--- src/inc/cos_cfg.svh ---
`ifndef COS_CFG_SVH
`define COS_CFG_SVH

// ----------------------------------------
// Register byte offsets
// ----------------------------------------
`define COS_OFS_FIXED_FORM  32'h0000_0000
`define COS_OFS_SEL4        32'h0000_0004
`define COS_OFS_SEL5        32'h0000_0008
`define COS_OFS_SEL6        32'h0000_000c
`define COS_OFS_STATUS      32'h0000_0010

// ----------------------------------------
// Field positions
// ----------------------------------------
`define COS_SEL_CODE_LSB    0
`define COS_SEL_FORM_BIT    8
`define COS_STAT_SRC_LSB    0
`define COS_STAT_OUT_LSB    16

// ----------------------------------------
// Reset values
// ----------------------------------------
`define COS_RST_FIXED_FORM  3'h6
`define COS_RST_SEL_CODE    4'h1
`define COS_RST_SEL_FORM    1'h0

`endif

--- src/inc/cos_pkg.sv ---
`default_nettype none

package cos_pkg;

    // Contact form: make closes on true, break opens on true
    typedef enum logic {
        COS_FORM_MAKE  = 1'b0,
        COS_FORM_BREAK = 1'b1
    } cos_form_e;

    // Source codes for selectable outputs
    typedef enum logic [3:0] {
        COS_SRC_OFF      = 4'h1,
        COS_SRC_RUN      = 4'h2,
        COS_SRC_DIO      = 4'h3,
        COS_SRC_STOP     = 4'h4,
        COS_SRC_CONT     = 4'h5,
        COS_SRC_ALARM    = 4'h6,
        COS_SRC_MAINT    = 4'h7,
        COS_SRC_TEMP_ONE = 4'h8,
        COS_SRC_TEMP_TWO = 4'h9,
        COS_SRC_TEMP_OUT = 4'ha
    } cos_src_code_e;

    // Internal equipment state feeding the contacts
    typedef struct packed {
        logic operating;
        logic stop_class_alarm;
        logic continue_class_alarm;
        logic maint_pending;
        logic dio_mode;
        logic temp_ready_channel_one;
        logic temp_ready_channel_two;
        logic temp_out;
    } cos_src_s;

endpackage

`default_nettype wire
--- src/core/cos_contact_output_selector.sv ---
// Functional notes
// - Six independent contact outputs, each configured separately.
// - Outputs 1-3 are continuous levels; only their contact form is set.
// - Output 1 shows operating state; form defaults to make.
// - Output 2 shows stop-class alarm; form defaults to break.
// - Output 3 shows continue-class alarm; form defaults to break.
// - Make form closes on true condition; break form inverts it.
// - Outputs 4-6 each have a source selector and a contact form.
// - Outputs 4-6 reset to source off with make form.
// - Code four routes the stop-class alarm.
// - Code six routes general alarm, any alarm active.
// - Code seven routes the maintenance reminder status.
// - Codes eight and nine route channel one and two temperature ready.
`timescale 1ns/1ps
`default_nettype none
`include "cos_cfg.svh"

module cos_contact_output_selector (
    input  wire logic             mclk,
    input  wire logic             reset,
    input  wire logic             hsel,
    input  wire logic [31:0]      haddr,
    input  wire logic [1:0]       htrans,
    input  wire logic             hwrite,
    input  wire logic [2:0]       hsize,
    input  wire logic [31:0]      hwdata,
    input  wire logic             hready,
    output logic      [31:0]      hrdata,
    output logic                  hreadyout,
    output logic                  hresp,
    input  wire cos_pkg::cos_src_s src,
    output logic      [5:0]       contact_closed
);

    // ----------------------------------------
    // Helpers
    // ----------------------------------------
    // Condition picked by a source code; unknown codes act as off
    function automatic logic pick_src(input logic [3:0] code,
                                      input cos_pkg::cos_src_s s);
        case (code)
            cos_pkg::COS_SRC_RUN:      pick_src = s.operating;
            cos_pkg::COS_SRC_DIO:      pick_src = s.dio_mode;
            cos_pkg::COS_SRC_STOP:     pick_src = s.stop_class_alarm;
            cos_pkg::COS_SRC_CONT:     pick_src = s.continue_class_alarm;
            cos_pkg::COS_SRC_ALARM:    pick_src = s.stop_class_alarm
                                                | s.continue_class_alarm;
            cos_pkg::COS_SRC_MAINT:    pick_src = s.maint_pending;
            cos_pkg::COS_SRC_TEMP_ONE: pick_src = s.temp_ready_channel_one;
            cos_pkg::COS_SRC_TEMP_TWO: pick_src = s.temp_ready_channel_two;
            cos_pkg::COS_SRC_TEMP_OUT: pick_src = s.temp_out;
            default:                   pick_src = 1'b0;
        endcase
    endfunction

    // Break form inverts the condition
    function automatic logic apply_form(input logic cond, input logic form);
        apply_form = cond ^ form;
    endfunction

    // Read value of one register address
    function automatic logic [31:0] reg_word(input logic [31:0] a,
                                             input logic [2:0]  ff,
                                             input logic [11:0] cd,
                                             input logic [2:0]  fs,
                                             input cos_pkg::cos_src_s s,
                                             input logic [5:0]  c);
        reg_word = 32'h0000_0000;
        case (a)
            `COS_OFS_FIXED_FORM: reg_word[2:0] = ff;
            `COS_OFS_SEL4: begin
                reg_word[`COS_SEL_CODE_LSB +: 4] = cd[3:0];
                reg_word[`COS_SEL_FORM_BIT]      = fs[0];
            end
            `COS_OFS_SEL5: begin
                reg_word[`COS_SEL_CODE_LSB +: 4] = cd[7:4];
                reg_word[`COS_SEL_FORM_BIT]      = fs[1];
            end
            `COS_OFS_SEL6: begin
                reg_word[`COS_SEL_CODE_LSB +: 4] = cd[11:8];
                reg_word[`COS_SEL_FORM_BIT]      = fs[2];
            end
            `COS_OFS_STATUS: begin
                reg_word[`COS_STAT_SRC_LSB +: 8] = s;
                reg_word[`COS_STAT_OUT_LSB +: 6] = c;
            end
            default: reg_word = 32'h0000_0000;
        endcase
    endfunction

    // ----------------------------------------
    // Bus slave state
    // ----------------------------------------
    logic [31:0] wr_addr_reg;
    logic [31:0] wr_addr_next;
    logic        wr_pend_reg;
    logic        wr_pend_next;
    logic [31:0] hrdata_reg;
    logic [31:0] hrdata_next;
    logic        take;
    logic [2:0]  fixed_form_reg;
    logic [2:0]  fixed_form_next;
    logic [11:0] code_reg;
    logic [11:0] code_next;
    logic [2:0]  sel_form_reg;
    logic [2:0]  sel_form_next;
    logic [5:0]  contact_reg;
    logic [5:0]  contact_next;

    // Zero wait states; read data is fetched at the address phase
    assign take = hsel & hready & htrans[1];

    // Address capture and read data, with forwarding of a write
    // still in its data phase so a read straight after sees it
    always_comb begin
        logic [2:0]  ff;
        logic [11:0] cd;
        logic [2:0]  fs;
        ff = fixed_form_reg;
        cd = code_reg;
        fs = sel_form_reg;
        if (wr_pend_reg) begin
            ff = fixed_form_next;
            cd = code_next;
            fs = sel_form_next;
        end
        wr_pend_next = take & hwrite;
        wr_addr_next = take ? haddr : wr_addr_reg;
        hrdata_next  = hrdata_reg;
        if (take && !hwrite) begin
            hrdata_next = reg_word(haddr, ff, cd, fs, src, contact_reg);
        end
    end

    always_ff @(posedge mclk or posedge reset) begin
        if (reset) begin
            wr_addr_reg <= 32'h0000_0000;
            wr_pend_reg <= 1'b0;
            hrdata_reg  <= 32'h0000_0000;
        end else begin
            wr_addr_reg <= wr_addr_next;
            wr_pend_reg <= wr_pend_next;
            hrdata_reg  <= hrdata_next;
        end
    end

    // Always ready and OKAY; constants kept in flops
    logic hreadyout_reg;
    logic hresp_reg;
    always_ff @(posedge mclk or posedge reset) begin
        if (reset) begin
            hreadyout_reg <= 1'b1;
            hresp_reg     <= 1'b0;
        end else begin
            hreadyout_reg <= 1'b1;
            hresp_reg     <= 1'b0;
        end
    end

    // ----------------------------------------
    // Configuration registers
    // ----------------------------------------

    // Write in data phase; unmapped or status writes are dropped
    always_comb begin
        fixed_form_next = fixed_form_reg;
        code_next       = code_reg;
        sel_form_next   = sel_form_reg;
        if (wr_pend_reg) begin
            case (wr_addr_reg)
                `COS_OFS_FIXED_FORM: fixed_form_next = hwdata[2:0];
                `COS_OFS_SEL4: begin
                    code_next[3:0]   = hwdata[`COS_SEL_CODE_LSB +: 4];
                    sel_form_next[0] = hwdata[`COS_SEL_FORM_BIT];
                end
                `COS_OFS_SEL5: begin
                    code_next[7:4]   = hwdata[`COS_SEL_CODE_LSB +: 4];
                    sel_form_next[1] = hwdata[`COS_SEL_FORM_BIT];
                end
                `COS_OFS_SEL6: begin
                    code_next[11:8]  = hwdata[`COS_SEL_CODE_LSB +: 4];
                    sel_form_next[2] = hwdata[`COS_SEL_FORM_BIT];
                end
                default: fixed_form_next = fixed_form_reg;
            endcase
        end
    end

    // Defaults: out1 make, out2/out3 break, out4-6 off and make
    always_ff @(posedge mclk or posedge reset) begin
        if (reset) begin
            fixed_form_reg <= `COS_RST_FIXED_FORM;
            code_reg       <= {3{`COS_RST_SEL_CODE}};
            sel_form_reg   <= {3{`COS_RST_SEL_FORM}};
        end else begin
            fixed_form_reg <= fixed_form_next;
            code_reg       <= code_next;
            sel_form_reg   <= sel_form_next;
        end
    end

    // ----------------------------------------
    // Contact drivers
    // ----------------------------------------

    // Registered so a decode change never glitches a relay driver
    always_comb begin
        contact_next[0] = apply_form(src.operating, fixed_form_reg[0]);
        contact_next[1] = apply_form(src.stop_class_alarm,
                                     fixed_form_reg[1]);
        contact_next[2] = apply_form(src.continue_class_alarm,
                                     fixed_form_reg[2]);
        for (int j = 0; j < 3; j++) begin
            contact_next[3 + j] = apply_form(pick_src(code_reg[4*j +: 4], src),
                                             sel_form_reg[j]);
        end
    end

    always_ff @(posedge mclk or posedge reset) begin
        if (reset) begin
            contact_reg <= 6'h00;
        end else begin
            contact_reg <= contact_next;
        end
    end

    assign contact_closed = contact_reg;
    assign hrdata         = hrdata_reg;
    assign hreadyout      = hreadyout_reg;
    assign hresp          = hresp_reg;
endmodule

`default_nettype wire

--- config.mk ---
export PLATFORM = sky130hd
export DESIGN_NAME = cos_contact_output_selector
export DESIGN_NICKNAME = d
export VERILOG_FILES = /design/src/inc/cos_pkg.sv /design/src/core/cos_contact_output_selector.sv
export VERILOG_INCLUDE_DIRS = /design/src /design/src/inc
export SDC_FILE = /design/constraint.sdc
export NUM_CORES = 1
export LEC_CHECK = 0
export ABC_AREA = 1
export BUFFER_PORTS_ARGS = -buffer_cell sky130_fd_sc_hd__buf_2
export CAP_MARGIN = 10
export CORE_UTILIZATION = 31
export CTS_CLUSTER_SIZE = 8
export DETAILED_ROUTE_END_ITERATION = 16
export GPL_ROUTABILITY_DRIVEN = 0
export PLACE_DENSITY_LB_ADDON = 0.25
export SLEW_MARGIN = 20
export SYNTH_ARGS = -nofsm -noshare
export SYNTH_HDL_FRONTEND = slang
export SYNTH_SLANG_ARGS = --single-unit
export TNS_END_PERCENT = 50
--- constraint.sdc ---
create_clock -name mclk -period 1.85 [get_ports mclk]
set_input_delay 0.185 -clock mclk [delete_from_list [all_inputs] [get_ports mclk]]
set_output_delay 0.185 -clock mclk [all_outputs]
set_load 0.03 [all_outputs]
==> results of run 1 <==
cells in the mapped netlist:
cell and n:
dfstp_2 5, nand4_4 1, nand3_2 1, o21ai_1 1, a21oi_1 9, nor2_1 49
buf_4 19, conb_1 2, nor3_4 1, and2_1 13, nand2_2 6, dfrtp_1 67
inv_2 3, buf_6 1, clkbuf_1 8, o21ai_0 30, o211ai_1 3, o32ai_1 2
nor2_4 5, o21a_1 3, nand2_1 163, nor3_2 1, nand4_1 3, clkinv_2 1
xor2_1 5, buf_2 1, inv_1 65, nor2_2 7, nand3_1 59, nor3_1 1
per-layer routing:
layer  up-vias  share of wire, %  global-route usage [%]
li1       1783                 -                       -
met1      1568                48                    20.8
met2       112                44                    24.1
met3         4               6.8                    4.11
met4         0              0.38                    4.76
met5         -                 0                       0
power groups by stage:
| stage | registers, uW | logic (uW) | clock network [uW] |
|---|---|---|---|
| 4_1_cts | 1760 | 459 | 1820 |
| 3_5_place_dp | 1780 | 456 | 0 |
| 2_1_floorplan | 1780 | 332 | 0 |
| 3_3_place_gp | 1780 | 448 | 0 |
| 5_1_grt | 1770 | 531 | 1890 |
| 6_report | 1760 | 461 | 1770 |
worst max-delay path, delay by kind of cell (launching register included):
family	cells	cell delay, ns
and+or+nand+nor	7	0.95
DFF	1	0.38
AOI/OAI and AO/OA	1	0.23
kinds of logic (layout without fill, tap and decap cells):
kind of cell	Yosys count	count (layout)	share of synthesized area (%)
xor gates and xnor gates	5	5	1.11
and+or+nand+nor	310	310	35.1
other	2	19	0.190
buffers and inverters	98	165	11.3
DFF	72	72	45.6
AOI/OAI and AO/OA	48	48	6.63
cell type report:
cell class	instances	share of cell area [%]
Sequential cell	72	37.5
Multi-Input combinational cell	382	37.1
Timing Repair Buffer	80	9.08
Inverter	69	5.55
Clock buffer	12	5.32
Tap cell	168	4.36
Clock inverter	4	1.09
metrics by stage:
step	util, %	std cells	hold slack, ns
after floorplan	-	552	0.272
after global placement	36.6	768	0.327
after detailed placement	36.6	768	0.333
after CTS	39.2	785	0.0428
after global routing	39.5	787	0.0652
final	39.5	787	0.0576
worst min path at each step:
stage	from	to	slack, ns	cells after the start
global route	haddr[10]	wr_addr_reg[10]	0.07	3
floorplan	src[7]	contact_closed[0]	0.27	1
detailed placement	reset	wr_addr_reg[24]	0.33	3
global placement	reset	wr_addr_reg[24]	0.33	3
CTS	haddr[12]	wr_addr_reg[12]	0.04	3
finish	haddr[12]	wr_addr_reg[12]	0.06	3
what timing repair did:
item	CTS	global route
hold buffers	1	0
resized for setup	0	7
buffers inserted	0	2
endpoints found under the setup margin	0	4
hold endpoints to repair	67	0
==> summary.md, run 1 <==
| Metric | Value |
|---|---|
| Internal power | between 2000 and 3000 uW |
| Cells after synthesis | 535 |
| Fin nets | 696 |
| CP peak stage delay | 0.38 ns |
| First-pass GRT wire length | between 15000 and 20000 microns |
| P_leak | 0.00262 uW |
| Final WS setup | 0.173 ns |
| Initial Util | 32.4% |
| CP startpoint | wr_addr_reg[4] |
| Share of cells above drive strength 1 | about a fifth |
| Post-synthesis cell type count | 30 |
| Tcrit/Tclk final | 90.7% |
| Fillers | 1319 |
| Slew HR | 43.3% |
| CP arrival | 1.90 ns |
| Total iterations of the first detailed-routing run | 4 |
| Clock share of power | between 40% and 50% |
| Core Region | roughly 0.012 sq mm |
| Antenna fix cells | 0 |
| Clock buffer depth | 2 |
| GRT overflow | 0 |
| RSZ-0062 raised after global routing | no |
| DRC viols | 0 |
| Number of global-route vias before repair | 3259 |
| Clock slew seen by the registers of the worst setup and hold paths | 0.06 ns |
| Post-DRT Antenna Nets | 0 |
| Slowest cell on crit path | dfrtp_1 |
| Count of input and output buffers | 71 |
| Gr usage total | 15.4% |
| CTS tree | yes |
| Most frequent cells in the layout | nand2_1 (163), buf_2 (71), dfrtp_1 (67), inv_1 (64), nand3_1 (59) |
| # IOs | 122 |
| Drt via density | 4.41 |
| Worst Reg-to-Reg Cells | 8 |
| Die area | around 0.013 sq mm |
| Power per Cell Area | 826 mW/mm^2 |
| Synth warn | 0 |
| Largest cells by area after synthesis | dfrtp_1 (42%), nand2_1 (15%), nand3_1 (7.5%) |
| Final Hold Viols | 0 |
| Routed WL | 9530 microns |
| Reg2Reg Setup Slack | 0.17 ns |
| Combinational Power Share | a little under an eighth |
| Via count | 3467 |
| Routed WL per cell | 12.1 microns |
| Max Freq | 596 MHz |
| Top cell type's share of synthesized area | 42.3% |
| Initial antenna violation count | 0 |
| Post-Synthesis Cell Area | between 0.003 and 0.004 sq mm |
| Max-Cap Viols | 0 |
| Setup-failing EPs final | 0 |
| Area occupied by multi-input gates | 0.00179 sq mm |
| Least-Margin Pin Slew | 0.850 ns |
| Die width | 115 microns |
| # rows | 40 |
| Switch Pwr | 1020 uW |
| Root buffer cell | clkbuf_16 |
| Initial DRC count | approximately 150 |
| Switching Share | 25.7% |
| Worst Setup EP | hrdata[8] |
| Dpl hpwl | 7280 microns |
| Largest net degree at the start of global routing | between 70 and 80 |
| Yosys reg bits | 72 |
| Clock latency on the worst-skew pair | 0.33 ns |
| Placed Area | between 0.004 and 0.005 sq mm |
| VDD IR max | 0.450 mV |
| RR Endpoint | hrdata[8] |
| Crit path time final | 1.68 ns |
| CP Max Fanout | 7 |
| Most common cell after layout, fill and taps aside | nand2_1 |
| Worst Clk Skew | 0.00840 ns |
| Seq/Total Area, Yosys | 45.6% |
| Crit path cell chain | nor2_2, nand3_1, nor2_4, nand4_4, o211ai_1, nand3_1, nand2_1, nand2_1 |
| CTS H-tree lvls | 3 |
| Die Y | between 100 and 150 microns |
| Seq pwr share | about 44% |
| Dpl ws | 0.0858 ns |
| Slew Limit Fails | 0 |
| FF/Latch Area | roughly 0.0018 sq mm |
| TritonCTS Buffers | 9 |
| TNS Setup | 0 ns |
| R2r startpoint | wr_addr_reg[4] |
| Clk sinks | 72 |
| P&R area growth vs syn | 21.7% |
| Startpoint types | flop |
| Design area | 0.00482 sq mm |
| Outcome | finished clean |
| Mean post-synth cell area | 7.41 sq um |
| Area leader, netlist | dfrtp_1 |
| Worst min path class | primary input to flop |
| CP endpoint kind | flop |
| Design Power | 3980 uW |
| CP Class | flop to flop |
| Critical Path RT | about 2.1 ns |
Power figures use the tool's default switching activity.
==> run 2, diff against run 1 <==
Clock period 1.85 ns to 1.6 ns, I/O delays scaled along.
==> summary.md, run 2 (same netlist as run 1, synthesis figures left out) <==
| Metric | Value |
|---|---|
| Tcrit/Tclk final | 103% |
| Failing checks | negative setup slack |
| Design Power | 4450 uW |
| Die Y | 115 microns |
| CTS H-tree lvls | 3 |
| Hold wc startpoint | src[6] |
| Share of cells above drive strength 1 | 24.0% |
| VDD IR max | approximately 0.54 mV |
| Startpoint types | flop |
| Initial DRC count | 150 |
| Worst Hold Depth | 2 |
| P&R area growth vs syn | 24.8% |
| Max Freq | roughly 610 MHz |
| Fin cells | 801 |
| RR Endpoint | hrdata[2] |
| CP endpoint kind | flop |
| Hold endpoint | contact_closed[1] |
| DRC viols | 0 |
| Routed WL | 9650 microns |
| Dpl ws | -0.124 ns |
| Max-Cap Viols | 0 |
| Most common cell after layout, fill and taps aside | nand2_1 |
| Die width | 115 microns |
| Antenna fix cells | 0 |
| Count of input and output buffers | just over 70 |
| Via count | 3515 |
| TritonCTS Buffers | 9 |
| Worst min path class | primary input to flop |
| Initial Util | between 30 and 40% |
| Root buffer cell | clkbuf_16 |
| Least-Margin Pin Slew | 0.836 ns |
| P_leak | 0.00270 uW |
| Final Hold Viols | 0 |
| Outcome | complete, but fails checks |
| DP Cell Count | 779 |
| Total iterations of the first detailed-routing run | 4 |
| CTS tree | yes |
| Power per Cell Area | 899 mW/mm^2 |
| Fillers | approximately 1.3k |
| R2r startpoint | wr_addr_reg[1] |
| Drt via density | 4.39 |
| Setup-failing EPs final | 5 |
| Slew Limit Fails | 0 |
| Clock latency on the worst-skew pair | 0.34 ns |
| Design area | 0.00494 sq mm |
| Most crowded layer after global routing | met2 |
| Dpl hpwl | 7290 microns |
| Placed Area | 0.00455 sq mm |
| Final WS setup | -0.0529 ns |
| Number of global-route vias before repair | between 3k and 4k |
| Initial antenna violation count | 0 |
| Met3 Usage GRT | 4.11% |
| Slowest cell on crit path | dfrtp_1 |
| # rows | 40 |
| Critical Path RT | 1.83 ns |
| Slew HR | 44.2% |
| GRT overflow | 0 |
| # IOs | 122 |
| Gr usage total | 15.8% |
| RSZ-0062 raised after global routing | yes |
| First-pass GRT wire length | 16100 microns |
| Area occupied by multi-input gates | 0.00184 sq mm |
| Met1 Usage GRT | 21.5% |
| Worst path most repeated cell | nand2_1 |
| Crit path time final | 1.65 ns |
| CP Max Fanout | 5 |
| Die area | 0.0132 sq mm |
| Routed WL per cell | 12.0 microns |
| Largest net degree at the start of global routing | 73 |
| Reg2Reg Setup Slack | -0.05 ns |
| Clock slew seen by the registers of the worst setup and hold paths | 0.06 ns |
| Worst Clk Skew | roughly 0.011 ns |
| CP arrival | 1.88 ns |
| Worst Reg-to-Reg Cells | 12 |
| CP peak stage delay | 0.40 ns |
| CP Class | flop to flop |
| Clk sinks | 72 |
| TNS Setup | -0.238 ns |
| Crit path cell chain | nor2_4, nand2_1, nor2_1, nand2_1, nor2_4, nand3_2, nand3_2, nand2_1, nor2_1, nand2_1, nand2_1, nand2_1 |
| Most frequent cells in the layout | nand2_1 (161), buf_2 (71), dfrtp_1 (67), inv_1 (64), nand3_1 (52) |
| Met2 Use GR | 24.5% |
| Fin nets | 710 |
| Core Region | 0.0122 sq mm |
| FF/Latch Area | 0.00181 sq mm |
| Post-DRT Antenna Nets | 0 |
| Clock buffer depth | 2 |
[run 2: what timing repair did]
| item | in CTS | in global routing |
|---|---|---|
| hold buffers | 1 | 0 |
| pin swaps | 5 | 7 |
| buffers inserted | 4 | 1 |
| hold endpoints to repair | 67 | 0 |
| gates resized for setup | 9 | 9 |
| endpoints found under the setup margin | 5 | 7 |
[run 2: through the flow]
stage	utilization, %	hold WS [ns]
global route	40.5	0.0208
CTS	40.1	0.0188
detailed placement	37.2	0.303
finish	40.5	0.0295
floorplan	-	0.247
global placement	37.2	0.302
[run 2: worst max-delay path by stage]
stage | start | to | slack [ns] | cells past startpoint
finish | wr_addr_reg[1] | hrdata[2] | -0.05 | 12
global route | wr_addr_reg[1] | hrdata[1] | -0.26 | 12
CTS | wr_addr_reg[0] | hrdata[0] | -0.08 | 10
detailed placement | wr_addr_reg[1] | hrdata[8] | -0.12 | 10
global placement | wr_addr_reg[28] | hrdata[2] | -0.1 | 12
floorplan | wr_addr_reg[26] | hrdata[8] | 0.15 | 10
[run 2: report_power, final]
group / switching, uW / internal [uW] / total, uW
Sequential: 78.3 / 1960 / 2040
Combinational: 367 / 195 / 562
Clock: 760 / 1090 / 1850
[run 2: metal layers]
layer | routed length (microns) | vias to the layer above | part of all wire [%]
met5 | 0 | - | 0
met4 | 152 | 0 | 1.6
met3 | 596 | 12 | 6.2
met2 | 4340 | 110 | 45
met1 | 4560 | 1577 | 47
li1 | - | 1816 | -
[run 2: cell type report]
class	count	area share [%]
tap	168	4.25
multi-input combinational	382	37.2
clock buffer	11	4.91
clock inverter	5	0.633
timing repair buffer	94	11.0
sequential	72	36.6
inverter	69	5.41
[run 2: worst max-delay path: cells and delay by family (launching register included)]
family | cells | cell delay [ns]
AND/OR/NAND/NOR | 12 | 1.16
flip-flops | 1 | 0.40
==> run 3, diff against run 2 <==
Settings changed: CELL_PAD_IN_SITES_DETAIL_PLACEMENT set to 1, CELL_PAD_IN_SITES_GLOBAL_PLACEMENT set to 2, CORE_UTILIZATION 31 to 30.
Clock period 1.6 ns to 2 ns, I/O delays scaled along.
==> summary.md, run 3 (same netlist as run 1, synthesis figures left out) <==
| Metric | Value |
|---|---|
| Outcome | finished clean |
| Final Hold Viols | 0 |
| Initial Util | 31.0% |
| Fin cells | 788 |
| Worst Clk Skew | 0.00683 ns |
| # rows | 41 |
| First-pass GRT wire length | 17900 microns |
| Crit path cell chain | nor2_1, nand2_1, nor2_4, nand2_2, clkinv_2, nand2_2, o211ai_1, nand3_1, nand2_1, nand2_1 |
| Fin nets | 693 |
| Worst path most repeated cell | nand2_1 |
| Routed WL | around 11000 microns |
| CTS tree | yes |
| Critical Path RT | 2.24 ns |
| CP Max Fanout | 10 |
| Die Y | 117 microns |
| Via count | 3503 |
| Routed WL per cell | 13.5 microns |
| Worst Setup EP | hrdata[8] |
| Die width | 117 microns |
| Startpoint types | flop |
| Antenna fix cells | 0 |
| Placed Area | around 0.0045 sq mm |
| CP startpoint | wr_addr_reg[24] |
| RSZ-0062 raised after global routing | no |
| Most frequent cells in the layout | nand2_1 (163), buf_2 (71), dfrtp_1 (67), inv_1 (64), nand3_1 (59) |
| R2r startpoint | wr_addr_reg[24] |
| Dpl hpwl | 8190 microns |
| CP Class | flop to flop |
| Initial antenna violation count | 0 |
| Clock buffer depth | 2 |
| Crit path time final | around 1.8 ns |
| Worst Reg-to-Reg Cells | 10 |
| Share of cells above drive strength 1 | 20.1% |
| # IOs | 122 |
| Tcrit/Tclk final | 88.7% |
| Post-CTS Setup Repair Bufs | 0 |
| Total iterations of the first detailed-routing run | 4 |
| Max-Cap Viols | 0 |
| Core Region | between 0.01 and 0.015 sq mm |
| Reg2Reg Setup Slack | 0.23 ns |
| CP peak stage delay | 0.37 ns |
| GRT overflow | 0 |
| Largest net degree at the start of global routing | 73 |
| Slew Limit Fails | 0 |
| Clock slew seen by the registers of the worst setup and hold paths | 0.06 ns |
| Power per Cell Area | 800 mW/mm^2 |
| TritonCTS Buffers | 9 |
| VDD IR max | 0.333 mV |
| CP arrival | 2.01 ns |
| Most common cell after layout, fill and taps aside | nand2_1 |
| Design area | roughly 0.0048 sq mm |
| RR Endpoint | hrdata[8] |
| Number of global-route vias before repair | between 3k and 4k |
| Count of input and output buffers | 71 |
| Clk sinks | 72 |
| Drt via density | 4.45 |
| Die area | 0.0137 sq mm |
| DRC viols | 0 |
| P&R area growth vs syn | 21.3% |
| Initial DRC count | 93 |
| Worst min path class | primary input to flop |
| Root buffer cell | clkbuf_16 |
| DP Cell Count | just under 800 |
| CP endpoint kind | flop |
| P_leak | 0.00260 uW |
| CTS H-tree lvls | 3 |
| Setup-failing EPs final | 0 |
| Max Freq | 564 MHz |
| Post-DRT Antenna Nets | 0 |
| Clock latency on the worst-skew pair | 0.34 ns |
| TNS Setup | 0 ns |
| Gr usage total | between 10% and 20% |
| Slowest cell on crit path | dfrtp_1 |
-- run 3: cell types whose count changed in the layout (fill, tap and decap cells not counted) --
cell | previous run | this run
nand2_1 | 161 | 163
nand2_2 | 5 | 6
bufinv_16 | 0 | 2
nor2_4 | 7 | 5
nand2_4 | 3 | 0
clkinv_2 | 3 | 1
clkbuf_8 | 1 | 2
nor2_1 | 46 | 48
nand3_2 | 8 | 1
nand3_1 | 52 | 59
buf_4 | 21 | 4
inv_6 | 1 | 0
-- run 3: critical path, delay by kind of cell, from the launching register on --
| family | cells | cell delay, ns |
|---|---|---|
| flip-flops | 1 | 0.37 |
| AND/OR/NAND/NOR | 8 | 0.88 |
| AO/OA/AOI/OAI | 1 | 0.27 |
| buffers and inverters | 1 | 0.14 |
-- run 3: report_power, final --
group	internal (uW)	total, uW	switching (uW)	leakage [uW]
combinational	134	422	289	0.00151
clock	1160	1800	636	0.000159
sequential	1570	1630	60.1	0.000932
total	2860	3850	984	0.00260
-- run 3: how the worst min path moves through the flow --
stage | from | to | slack, ns | depth (start not counted)
2_1_floorplan | src[7] | contact_closed[0] | 0.29 | 1
3_3_place_gp | reset | code_reg[6] | 0.34 | 3
3_5_place_dp | reset | code_reg[6] | 0.35 | 3
4_1_cts | haddr[13] | wr_addr_reg[13] | 0.05 | 3
5_1_grt | src[6] | contact_closed[1] | 0.08 | 2
6_report | haddr[13] | wr_addr_reg[13] | 0.07 | 3
-- run 3: per-stage QoR --
step	util (%)	hold WS, ns	total power [uW]	worst slack (ns)
after floorplan	-	0.287	1950	0.552
after global placement	34.9	0.341	2060	0.178
after detailed placement	34.9	0.347	2080	0.173
after global routing	37.6	0.0770	4020	0.0427
final	37.6	0.0671	3850	0.227
after CTS	37.6	0.0549	3910	0.163
-- run 3: repair_timing --
item | CTS | global route
hold buffers | 1 | 0
setup endpoints to repair | 0 | 1
resized for setup | 0 | 1
hold endpoints to repair | 67 | 0
-- run 3: routing by layer --
metal  wire length [microns]  vias to the layer above  global-route usage [%]
met5                       0                        -                       0
met4                     204                        0                    8.02
met3                     388                       12                    3.55
met2                    5230                       69                    31.0
met1                    4830                     1645                    20.8
li1                        -                     1777                       -
-- run 3: final cells by class --
class,count,area [sq um]
Clock inverter,4,76.3
Clock buffer,12,256
Inverter,69,264
Timing Repair Buffer,77,415
Tap cell,172,215
Fill cell,1611,7970
Multi-Input combinational cell,382,1770
Sequential cell,72,1810
